### src/inc/seg_loader_pkg.sv
/*
 * Constants, register indices and state codes of the segment loader.
 * Assumes a byte-wide configuration register space outside the block
 * and registers reached as 32-bit words at four times their index.
 */
// Behaviour
// - writing one to the commit bit copies buffered registers to active.
// - that copy happens at the first rising serial clock edge after the write.
// - the commit bit clears itself once the copy has fired.
// - a list byte with bit 7 clear starts a data-transfer entry.
// - the low seven bits of such a byte hold the byte count minus one.
// - the two bytes after the command give the start address, high byte first.
// - start address and count pick the config bytes saved or restored.
// - a list byte with bit 7 set is an instruction: commit or end.
// - the commit instruction acts like software writing one to commit.
// - the end instruction stops the walk and ends the save or restore.
// - a read-only busy flag is one while a save or restore runs, zero after.
package seg_loader_pkg;

    // register indices; byte address is four times the index
    localparam logic [11:0] REG_COMMIT_IDX = 12'h232;
    localparam logic [11:0] REG_CTRL_IDX = 12'h240;
    localparam logic [11:0] REG_LIST_IDX = 12'h300;
    localparam logic [11:0] REG_STATUS_IDX = 12'hb00;
    localparam int ADDR_W = 14;

    // field positions
    localparam int COMMIT_BIT = 0;
    localparam int CTRL_SAVE_BIT = 0;
    localparam int CTRL_LOAD_BIT = 1;
    localparam int STATUS_BUSY_BIT = 0;
    localparam int CMD_OP_BIT = 7;

    // instruction codes and list reset contents
    localparam logic [7:0] OP_COMMIT = 8'h80;
    localparam logic [7:0] OP_END = 8'hff;
    localparam logic [7:0] LIST_RESET = 8'hff;
    localparam int LIST_DEPTH_DEF = 128;

    localparam logic [1:0] RESP_OKAY = 2'h0;
    localparam logic [1:0] RESP_SLVERR = 2'h2;

    typedef enum logic [6:0] {
        S_IDLE = 7'h01,
        S_CMD = 7'h02,
        S_ADDR_HI = 7'h04,
        S_ADDR_LO = 7'h08,
        S_MOVE = 7'h10,
        S_COMMIT = 7'h20,
        S_FINISH = 7'h40
    } state_t;

endpackage

### src/hw/pair_buffer.sv
/*
 * Small FIFO with valid and ready on both sides.
 * Assumes one clock and a synchronous active-low reset.
 */
`timescale 1ns/100ps
module pair_buffer #(
    parameter int WIDTH = 8,
    parameter int DEPTH = 2
) (
    input wire logic aclk,
    input wire logic aresetn,
    input wire logic in_valid,
    output logic in_ready,
    input wire logic [WIDTH-1:0] in_data,
    output logic out_valid,
    input wire logic out_ready,
    output logic [WIDTH-1:0] out_data
);
    localparam int PW = (DEPTH > 1) ? $clog2(DEPTH) : 1;

    if (DEPTH < 2 || (DEPTH & (DEPTH - 1)) != 0) begin : g_chk
        $error("pair_buffer depth must be a power of two, two or more");
    end

    logic [WIDTH-1:0] mem [DEPTH];
    logic [PW-1:0] wp_r, wp_nxt, rp_r, rp_nxt;
    logic [PW:0] cnt_r, cnt_nxt;
    logic push, pop;

    assign in_ready = (cnt_r != (PW+1)'(DEPTH));
    assign out_valid = (cnt_r != '0);
    assign out_data = mem[rp_r];
    assign push = in_valid && in_ready;
    assign pop = out_valid && out_ready;

    always_comb begin
        wp_nxt = push ? wp_r + 1'b1 : wp_r;
        rp_nxt = pop ? rp_r + 1'b1 : rp_r;
        cnt_nxt = cnt_r;
        if (push && !pop) begin
            cnt_nxt = cnt_r + 1'b1;
        end else if (pop && !push) begin
            cnt_nxt = cnt_r - 1'b1;
        end
    end

    always_ff @(posedge aclk) begin
        if (!aresetn) begin
            wp_r <= '0;
            rp_r <= '0;
            cnt_r <= '0;
        end else begin
            wp_r <= wp_nxt;
            rp_r <= rp_nxt;
            cnt_r <= cnt_nxt;
        end
    end

    always_ff @(posedge aclk) begin
        if (push) begin
            mem[wp_r] <= in_data;
        end
    end
endmodule

### src/hw/commit_unit.sv
/*
 * Holds a commit request and fires it on the next serial clock rise.
 * Assumes sclk is a level synchronous to aclk.
 */
`timescale 1ns/100ps
module commit_unit (
    input wire logic aclk,
    input wire logic aresetn,
    input wire logic sclk,
    input wire logic req,
    output logic pending,
    output logic fire
);
    logic sclk_q_r, sclk_q_nxt;
    logic pend_r, pend_nxt;
    logic fire_r, fire_nxt;
    logic rise;

    assign rise = sclk && !sclk_q_r;
    assign pending = pend_r;
    assign fire = fire_r;

    always_comb begin
        sclk_q_nxt = sclk;
        // a new request in the firing cycle stays pending
        pend_nxt = req || (pend_r && !rise);
        fire_nxt = pend_r && rise;
    end

    always_ff @(posedge aclk) begin
        if (!aresetn) begin
            sclk_q_r <= 1'b0;
            pend_r <= 1'b0;
            fire_r <= 1'b0;
        end else begin
            sclk_q_r <= sclk_q_nxt;
            pend_r <= pend_nxt;
            fire_r <= fire_nxt;
        end
    end
endmodule

### src/hw/eeprom_segment_loader.sv
/*
 * Segment list walker with AXI4-Lite registers, commit logic and the
 * byte path between config space and nonvolatile memory.
 * Assumes cfg_rdata answers cfg_addr in the same cycle and the memory
 * side streams bytes in list order.
 */
`timescale 1ns/100ps
module eeprom_segment_loader
    import seg_loader_pkg::*;
#(
    parameter int LIST_DEPTH = LIST_DEPTH_DEF
) (
    input wire logic aclk,
    input wire logic aresetn,
    input wire logic [ADDR_W-1:0] s_axi_awaddr,
    input wire logic s_axi_awvalid,
    output logic s_axi_awready,
    input wire logic [31:0] s_axi_wdata,
    input wire logic [3:0] s_axi_wstrb,
    input wire logic s_axi_wvalid,
    output logic s_axi_wready,
    output logic [1:0] s_axi_bresp,
    output logic s_axi_bvalid,
    input wire logic s_axi_bready,
    input wire logic [ADDR_W-1:0] s_axi_araddr,
    input wire logic s_axi_arvalid,
    output logic s_axi_arready,
    output logic [31:0] s_axi_rdata,
    output logic [1:0] s_axi_rresp,
    output logic s_axi_rvalid,
    input wire logic s_axi_rready,
    input wire logic sclk,
    output logic commit_apply,
    output logic [15:0] cfg_addr,
    input wire logic [7:0] cfg_rdata,
    output logic cfg_we,
    output logic [7:0] cfg_wdata,
    output logic nvm_save,
    output logic nvm_wvalid,
    input wire logic nvm_wready,
    output logic [7:0] nvm_wdata,
    input wire logic nvm_rvalid,
    output logic nvm_rready,
    input wire logic [7:0] nvm_rdata,
    output logic busy
);
    localparam int LW = $clog2(LIST_DEPTH);

    if (LIST_DEPTH < 4 || LIST_DEPTH > 1024) begin : g_chk
        $error("list depth must lie between 4 and 1024");
    end

    // ------------------------------------------------------------
    // register bus
    // ------------------------------------------------------------
    logic aw_have_r, aw_have_nxt, w_have_r, w_have_nxt;
    logic [11:0] aw_idx_r, aw_idx_nxt;
    logic [7:0] wbyte_r, wbyte_nxt;
    logic wlane_r, wlane_nxt;
    logic bvalid_r, bvalid_nxt, rvalid_r, rvalid_nxt;
    logic [1:0] bresp_r, bresp_nxt, rresp_r, rresp_nxt;
    logic [31:0] rdata_r, rdata_nxt;
    logic do_wr, wr_en, sw_commit, start_save, start_load, list_wr;
    logic [11:0] wr_off, rd_idx, rd_off;
    logic [7:0] list_mem [LIST_DEPTH];
    logic commit_pending, loader_commit;
    state_t state_r;

    assign s_axi_awready = !aw_have_r && !bvalid_r;
    assign s_axi_wready = !w_have_r && !bvalid_r;
    assign s_axi_bvalid = bvalid_r;
    assign s_axi_bresp = bresp_r;
    assign s_axi_arready = !rvalid_r;
    assign s_axi_rvalid = rvalid_r;
    assign s_axi_rresp = rresp_r;
    assign s_axi_rdata = rdata_r;

    assign do_wr = aw_have_r && w_have_r && !bvalid_r;
    assign wr_en = do_wr && wlane_r;
    assign wr_off = aw_idx_r - REG_LIST_IDX;
    assign list_wr = wr_en && (wr_off < 12'(LIST_DEPTH));
    assign sw_commit = wr_en && (aw_idx_r == REG_COMMIT_IDX)
        && wbyte_r[COMMIT_BIT];
    assign start_save = wr_en && (aw_idx_r == REG_CTRL_IDX)
        && wbyte_r[CTRL_SAVE_BIT] && (state_r == S_IDLE);
    assign start_load = wr_en && (aw_idx_r == REG_CTRL_IDX)
        && wbyte_r[CTRL_LOAD_BIT] && (state_r == S_IDLE);
    assign rd_idx = s_axi_araddr[ADDR_W-1:2];
    assign rd_off = rd_idx - REG_LIST_IDX;

    always_comb begin
        aw_have_nxt = aw_have_r;
        aw_idx_nxt = aw_idx_r;
        w_have_nxt = w_have_r;
        wbyte_nxt = wbyte_r;
        wlane_nxt = wlane_r;
        bvalid_nxt = bvalid_r;
        bresp_nxt = bresp_r;
        if (s_axi_awvalid && s_axi_awready) begin
            aw_have_nxt = 1'b1;
            aw_idx_nxt = s_axi_awaddr[ADDR_W-1:2];
        end
        if (s_axi_wvalid && s_axi_wready) begin
            w_have_nxt = 1'b1;
            wbyte_nxt = s_axi_wdata[7:0];
            wlane_nxt = s_axi_wstrb[0];
        end
        if (do_wr) begin
            aw_have_nxt = 1'b0;
            w_have_nxt = 1'b0;
            bvalid_nxt = 1'b1;
            bresp_nxt = RESP_OKAY;
            if (aw_idx_r != REG_COMMIT_IDX && aw_idx_r != REG_CTRL_IDX
                && aw_idx_r != REG_STATUS_IDX
                && !(wr_off < 12'(LIST_DEPTH))) begin
                bresp_nxt = RESP_SLVERR;
            end
        end else if (bvalid_r && s_axi_bready) begin
            bvalid_nxt = 1'b0;
        end
    end

    always_comb begin
        rvalid_nxt = rvalid_r;
        rdata_nxt = rdata_r;
        rresp_nxt = rresp_r;
        if (s_axi_arvalid && s_axi_arready) begin
            rvalid_nxt = 1'b1;
            rdata_nxt = '0;
            rresp_nxt = RESP_OKAY;
            if (rd_idx == REG_COMMIT_IDX) begin
                rdata_nxt[COMMIT_BIT] = commit_pending;
            end else if (rd_idx == REG_STATUS_IDX) begin
                rdata_nxt[STATUS_BUSY_BIT] = busy;
            end else if (rd_idx == REG_CTRL_IDX) begin
                rdata_nxt[CTRL_SAVE_BIT] = busy && nvm_save;
                rdata_nxt[CTRL_LOAD_BIT] = busy && !nvm_save;
            end else if (rd_off < 12'(LIST_DEPTH)) begin
                rdata_nxt[7:0] = list_mem[rd_off[LW-1:0]];
            end else begin
                rresp_nxt = RESP_SLVERR;
            end
        end else if (rvalid_r && s_axi_rready) begin
            rvalid_nxt = 1'b0;
        end
    end

    always_ff @(posedge aclk) begin
        if (!aresetn) begin
            aw_have_r <= 1'b0;
            aw_idx_r <= '0;
            w_have_r <= 1'b0;
            wbyte_r <= '0;
            wlane_r <= 1'b0;
            bvalid_r <= 1'b0;
            bresp_r <= RESP_OKAY;
            rvalid_r <= 1'b0;
            rdata_r <= '0;
            rresp_r <= RESP_OKAY;
        end else begin
            aw_have_r <= aw_have_nxt;
            aw_idx_r <= aw_idx_nxt;
            w_have_r <= w_have_nxt;
            wbyte_r <= wbyte_nxt;
            wlane_r <= wlane_nxt;
            bvalid_r <= bvalid_nxt;
            bresp_r <= bresp_nxt;
            rvalid_r <= rvalid_nxt;
            rdata_r <= rdata_nxt;
            rresp_r <= rresp_nxt;
        end
    end

    // list memory, cleared to end instructions
    always_ff @(posedge aclk) begin
        if (!aresetn) begin
            for (int i = 0; i < LIST_DEPTH; i++) begin
                list_mem[i] <= LIST_RESET;
            end
        end else if (list_wr) begin
            list_mem[wr_off[LW-1:0]] <= wbyte_r;
        end
    end

    // ------------------------------------------------------------
    // commit
    // ------------------------------------------------------------
    commit_unit u_commit (
        .aclk(aclk),
        .aresetn(aresetn),
        .sclk(sclk),
        .req(sw_commit || loader_commit),
        .pending(commit_pending),
        .fire(commit_apply)
    );

    // ------------------------------------------------------------
    // list walker
    // ------------------------------------------------------------
    state_t state_nxt;
    logic [LW:0] ptr_r, ptr_nxt;
    logic [15:0] addr_r, addr_nxt;
    logic [7:0] left_in_r, left_in_nxt, left_out_r, left_out_nxt;
    logic save_r, save_nxt, we_r, we_nxt;
    logic [7:0] wdat_r, wdat_nxt, cmd;
    logic bin_valid, bin_ready, bout_valid, bout_ready;
    logic [7:0] bin_data, bout_data;
    logic moving;

    assign cmd = list_mem[ptr_r[LW-1:0]];
    assign moving = (state_r == S_MOVE);
    assign busy = (state_r != S_IDLE);
    assign nvm_save = save_r;
    assign cfg_addr = addr_r;
    assign cfg_we = we_r;
    assign cfg_wdata = wdat_r;
    assign loader_commit = (state_r == S_CMD) && cmd[CMD_OP_BIT]
        && (cmd == OP_COMMIT) && (ptr_r != (LW+1)'(LIST_DEPTH));

    // byte path: save reads config into memory, restore the reverse
    assign bin_valid = moving && (left_in_r != '0)
        && (save_r || nvm_rvalid);
    assign bin_data = save_r ? cfg_rdata : nvm_rdata;
    assign nvm_rready = moving && !save_r && (left_in_r != '0)
        && bin_ready;
    assign nvm_wvalid = save_r && bout_valid;
    assign nvm_wdata = bout_data;
    assign bout_ready = save_r ? nvm_wready : (moving && !we_r);

    pair_buffer #(.WIDTH(8), .DEPTH(2)) u_buf (
        .aclk(aclk),
        .aresetn(aresetn),
        .in_valid(bin_valid),
        .in_ready(bin_ready),
        .in_data(bin_data),
        .out_valid(bout_valid),
        .out_ready(bout_ready),
        .out_data(bout_data)
    );

    always_comb begin
        state_nxt = state_r;
        ptr_nxt = ptr_r;
        addr_nxt = addr_r;
        left_in_nxt = left_in_r;
        left_out_nxt = left_out_r;
        save_nxt = save_r;
        we_nxt = 1'b0;
        wdat_nxt = wdat_r;
        case (state_r)
            S_IDLE: begin
                if (start_save || start_load) begin
                    save_nxt = start_save;
                    ptr_nxt = '0;
                    state_nxt = S_CMD;
                end
            end
            S_CMD: begin
                if (ptr_r == (LW+1)'(LIST_DEPTH)) begin
                    state_nxt = S_FINISH;
                end else if (!cmd[CMD_OP_BIT]) begin
                    left_in_nxt = {1'b0, cmd[6:0]} + 8'h01;
                    left_out_nxt = {1'b0, cmd[6:0]} + 8'h01;
                    ptr_nxt = ptr_r + 1'b1;
                    state_nxt = S_ADDR_HI;
                end else if (cmd == OP_COMMIT) begin
                    ptr_nxt = ptr_r + 1'b1;
                    state_nxt = S_COMMIT;
                end else begin
                    // end code, and any unknown code, stops the walk
                    state_nxt = S_FINISH;
                end
            end
            S_ADDR_HI: begin
                addr_nxt = {cmd, addr_r[7:0]};
                ptr_nxt = ptr_r + 1'b1;
                state_nxt = (ptr_r == (LW+1)'(LIST_DEPTH)) ? S_FINISH
                    : S_ADDR_LO;
            end
            S_ADDR_LO: begin
                addr_nxt = {addr_r[15:8], cmd};
                ptr_nxt = ptr_r + 1'b1;
                state_nxt = (ptr_r == (LW+1)'(LIST_DEPTH)) ? S_FINISH
                    : S_MOVE;
            end
            S_MOVE: begin
                if (save_r) begin
                    if (bin_valid && bin_ready) begin
                        left_in_nxt = left_in_r - 8'h01;
                        addr_nxt = addr_r + 16'h0001;
                        if (left_in_r == 8'h01) begin
                            state_nxt = S_CMD;
                        end
                    end
                end else begin
                    if (bin_valid && bin_ready) begin
                        left_in_nxt = left_in_r - 8'h01;
                    end
                    if (we_r) begin
                        left_out_nxt = left_out_r - 8'h01;
                        addr_nxt = addr_r + 16'h0001;
                        if (left_out_r == 8'h01) begin
                            state_nxt = S_CMD;
                        end
                    end else if (bout_valid) begin
                        we_nxt = 1'b1;
                        wdat_nxt = bout_data;
                    end
                end
            end
            S_COMMIT: begin
                // wait for the copy to fire before the next entry
                if (!commit_pending) begin
                    state_nxt = S_CMD;
                end
            end
            S_FINISH: begin
                if (!bout_valid && !we_r) begin
                    state_nxt = S_IDLE;
                end
            end
            default: begin
                state_nxt = S_IDLE;
            end
        endcase
    end

    always_ff @(posedge aclk) begin
        if (!aresetn) begin
            state_r <= S_IDLE;
            ptr_r <= '0;
            addr_r <= '0;
            left_in_r <= '0;
            left_out_r <= '0;
            save_r <= 1'b0;
            we_r <= 1'b0;
            wdat_r <= '0;
        end else begin
            state_r <= state_nxt;
            ptr_r <= ptr_nxt;
            addr_r <= addr_nxt;
            left_in_r <= left_in_nxt;
            left_out_r <= left_out_nxt;
            save_r <= save_nxt;
            we_r <= we_nxt;
            wdat_r <= wdat_nxt;
        end
    end
endmodule

### config.mk
export PLATFORM = sky130hd
export DESIGN_NAME = eeprom_segment_loader
export DESIGN_NICKNAME = d
export VERILOG_FILES = /design/src/inc/seg_loader_pkg.sv /design/src/hw/pair_buffer.sv /design/src/hw/commit_unit.sv /design/src/hw/eeprom_segment_loader.sv
export SDC_FILE = /design/constraint.sdc
export NUM_CORES = 2
export LEC_CHECK = 0
export BUFFER_PORTS_ARGS = -buffer_cell sky130_fd_sc_hd__buf_4
export CELL_PAD_IN_SITES_DETAIL_PLACEMENT = 0
export CELL_PAD_IN_SITES_GLOBAL_PLACEMENT = 1
export CORE_MARGIN = 1.5
export CORE_UTILIZATION = 57
export CTS_CLUSTER_DIAMETER = 150
export DETAILED_ROUTE_END_ITERATION = 12
export PLACE_DENSITY = 0.82
export SLEW_MARGIN = 0
export SYNTH_ARGS = -nofsm -noshare
export SYNTH_HDL_FRONTEND = slang
export SYNTH_SLANG_ARGS = --single-unit
### constraint.sdc
create_clock -name aclk -period 9.5 [get_ports aclk]
set_input_delay 1.9 -clock aclk [delete_from_list [all_inputs] [get_ports aclk]]
set_output_delay 1.9 -clock aclk [all_outputs]
set_load 0.005 [all_outputs]
==> run metrics <==
RSZ-0062 raised after global routing no; Final Hold Slack 0.460 ns; Slew Viols, Final 0; antenna viol nets, final 0; die area 0.110 mm2; share of cells above drive strength 1 24.2%; sw frac 22.9%; Final min period 6.08 ns; Layout area overhead 8.55%; library cells used by synthesis 75; CP max-delay cell a2111oi_0; final period utilization 64.0%; total global routing overflow 0; Worst Hold Class reg -> reg; status finished clean; port bufs 111; initial antenna violation count 5; area of the multi-input gates 0.0260 mm2; drt via density 7.31; NumNets Final 4318; Total Power 10.7 mW; row count 120; CP cell instances buf_4 -> nor2b_1 -> a2111oi_0 -> o311ai_0 -> a221oi_1 -> or4_1 -> nand2_1 -> o41a_1 -> or4_1 -> a21oi_1; largest net degree at the start of global routing 115; clock power share 43.5%; Worst EP arrival 6.72 ns; Required @ worst endpoint 10.14 ns; CTS tree yes; Seq pwr share 51.6%; Syn Inst Count 4417; CTS max path bufs 3; register area share after synthesis 54.0%; clock-pin slew on the worst setup and hold paths 0.06 ns; synthesized area per cell 14.0 um2; power density cells 160 mW/mm2; worst path bufs/invs 1; R2R setup slack 3.42 ns; P_int 8.28 mW; core area 0.107 mm2; Final TNS setup 0 ns; DP Worst Slack 3.43 ns; sequential cell area 0.0334 mm2; Top cell by count, worst path or4_1; crit-path max FO 46; Avg WL per Cell 34.3 um; DRC Markers 0; number of hold buffers added after cts 0; MaxCap Viol Count 0; first-pass GRT wire length 285 mm; Worst Skew 0.0367 ns; EDFF count, synth 1040; flops & latches, synth 1147; ys async rst share 0%; Fill cells 7788; RD Place Congestion 0.903; worst slew pin tran 1.37 ns; critical path class reg -> reg; Synth Cell Area 0.0618 mm2; final wirelength 196 mm; CP startpoint kind flip-flop; Final Util 62.6%; clk_lat worst skew 0.75 ns; PostCTS Resize Cnt 0; hpwl dp 119 mm; Initial Utilization 57.6%; routed via count 41900; sw power 2.46 mW; number of post-CTS setup repair buffers 0; GRT Util Overall 35.4%; io pins 169; Slew headroom 6.26%; hold_sp s_axi_rresp[1]; DIE HEIGHT 332 um; clk sink count 1147; final hold vios 0; final setup fails 0; initial DRC count 6366; worst ir drop on vdd 161 uV; Leakage 15.8 nW; Crit. End Element flip-flop; max incr delay on CP 1.15 ns; Synth Flop Type edfxtp_1; fmax 0.164 GHz; CTS Root Cell clkbuf_16; Combinational Power Share 4.9%; Top delay family on crit path compound AO/OA/AOI/OAI gates; H-Tree Level Count 3; router iterations before antenna repair 5; TritonCTS buffer count 121; number of global-route vias before repair 40100; PnR worst setup slack 3.42 ns; warnings from Yosys 0; Die X-Extent 332 um
==> power groups by stage <==
stage	logic (mW)	clock network [mW]	registers, mW
6_report	0.525	4.67	5.54
5_1_grt	0.552	4.87	5.54
4_1_cts	0.518	4.68	5.54
3_5_place_dp	0.517	0	5.64
3_3_place_gp	0.514	0	5.64
2_1_floorplan	0.340	0	5.61
==> per-layer routing <==
metal	part of all wire, %	global-route usage, %	vias to the layer above
met5	0.021	0	-
met4	5.2	16.4	6
met3	13	8.62	451
met2	46	53.3	3040
met1	36	49.1	21100
li1	-	-	17300
==> worst min-delay path: cells and delay by family (launching register included) <==
family             cells  cell delay [ns]
AOI/OAI and AO/OA      1             0.05
DFF                    1             0.31
and+or+nand+nor        1             0.05
==> cells in the final DEF, fill, tap and decap left out, types with 29 or more instances in the layout <==
cell type / count
o21ai_1: 90
nand3_1: 41
edfxtp_1: 1040
nor2_1: 126
mux2_2: 35
nor2b_1: 29
nand2_1: 131
buf_4: 221
clkbuf_1: 39
o22ai_1: 42
mux2i_1: 75
o21ai_0: 86
or3_1: 1033
a21oi_1: 85
dfxtp_1: 94
clkbuf_16: 122
mux4_2: 568
==> cell type report <==
cell class	instances	share of cell area, %
Inverter	26	0.146
Clock buffer	168	4.91
Sequential cell	1147	49.8
Clock inverter	58	0.797
Multi-Input combinational cell	2687	38.8
Timing Repair Buffer	234	2.85
Antenna cell	5	0.0187
Tap cell	1403	2.62
==> synth_stat cells, drive strengths merged (29+ instances only) <==
cell / number / area, um2
dfxtp: 107 / 2140
a21oi: 85 / 425
buf: 133 / 792
clkbuf: 449 / 1690
mux4: 575 / 13000
nor2: 126 / 473
edfxtp: 1040 / 31200
mux2: 36 / 405
o22ai: 42 / 263
nor2b: 29 / 181
mux2i: 75 / 751
o21ai: 176 / 881
or3: 1033 / 6460
nand2: 139 / 522
nand3: 49 / 245
==> final timing paths <==
path,to,cells after the start
min reg2reg,s_axi_rresp[1],2
max,flip-flop,10
max reg2reg,flip-flop,10
min,s_axi_rresp[1],2
==> flip-flops by register name, indices dropped and copies added (netlist names), 2 cells and up, named ones only <==
register and count:
aw_idx_r 12, state_r 7, u_buf.mem 16, u_buf.cnt_r 2, list_mem 1024, cfg_addr 16, left_out_r 8, s_axi_rdata 8
ptr_r 8, wbyte_r 8, left_in_r 8, cfg_wdata 8
==> metrics by stage <==
stage / cell area, um2 / instances
4_1_cts: 67000 / 5723
6_report: 67100 / 5728
3_3_place_gp: 63200 / 5497
3_5_place_dp: 63200 / 5497
2_1_floorplan: 61900 / 4442
5_1_grt: 67000 / 5723
==> cell families (layout without fill, tap and decap cells) <==
kind of cell | Yosys count | after routing | share of synthesized area, %
other | 1 | 31 | 0.00607
adders and majority gates | 11 | 11 | 0.223
DFF | 1147 | 1147 | 54.0
AOI/OAI and AO/OA | 432 | 432 | 4.22
xor gates and xnor gates | 13 | 13 | 0.184
muxes | 686 | 686 | 22.9
and+or+nand+nor | 1519 | 1519 | 14.3
buffers and inverters | 608 | 486 | 4.17
Power figures use the tool's default switching activity.
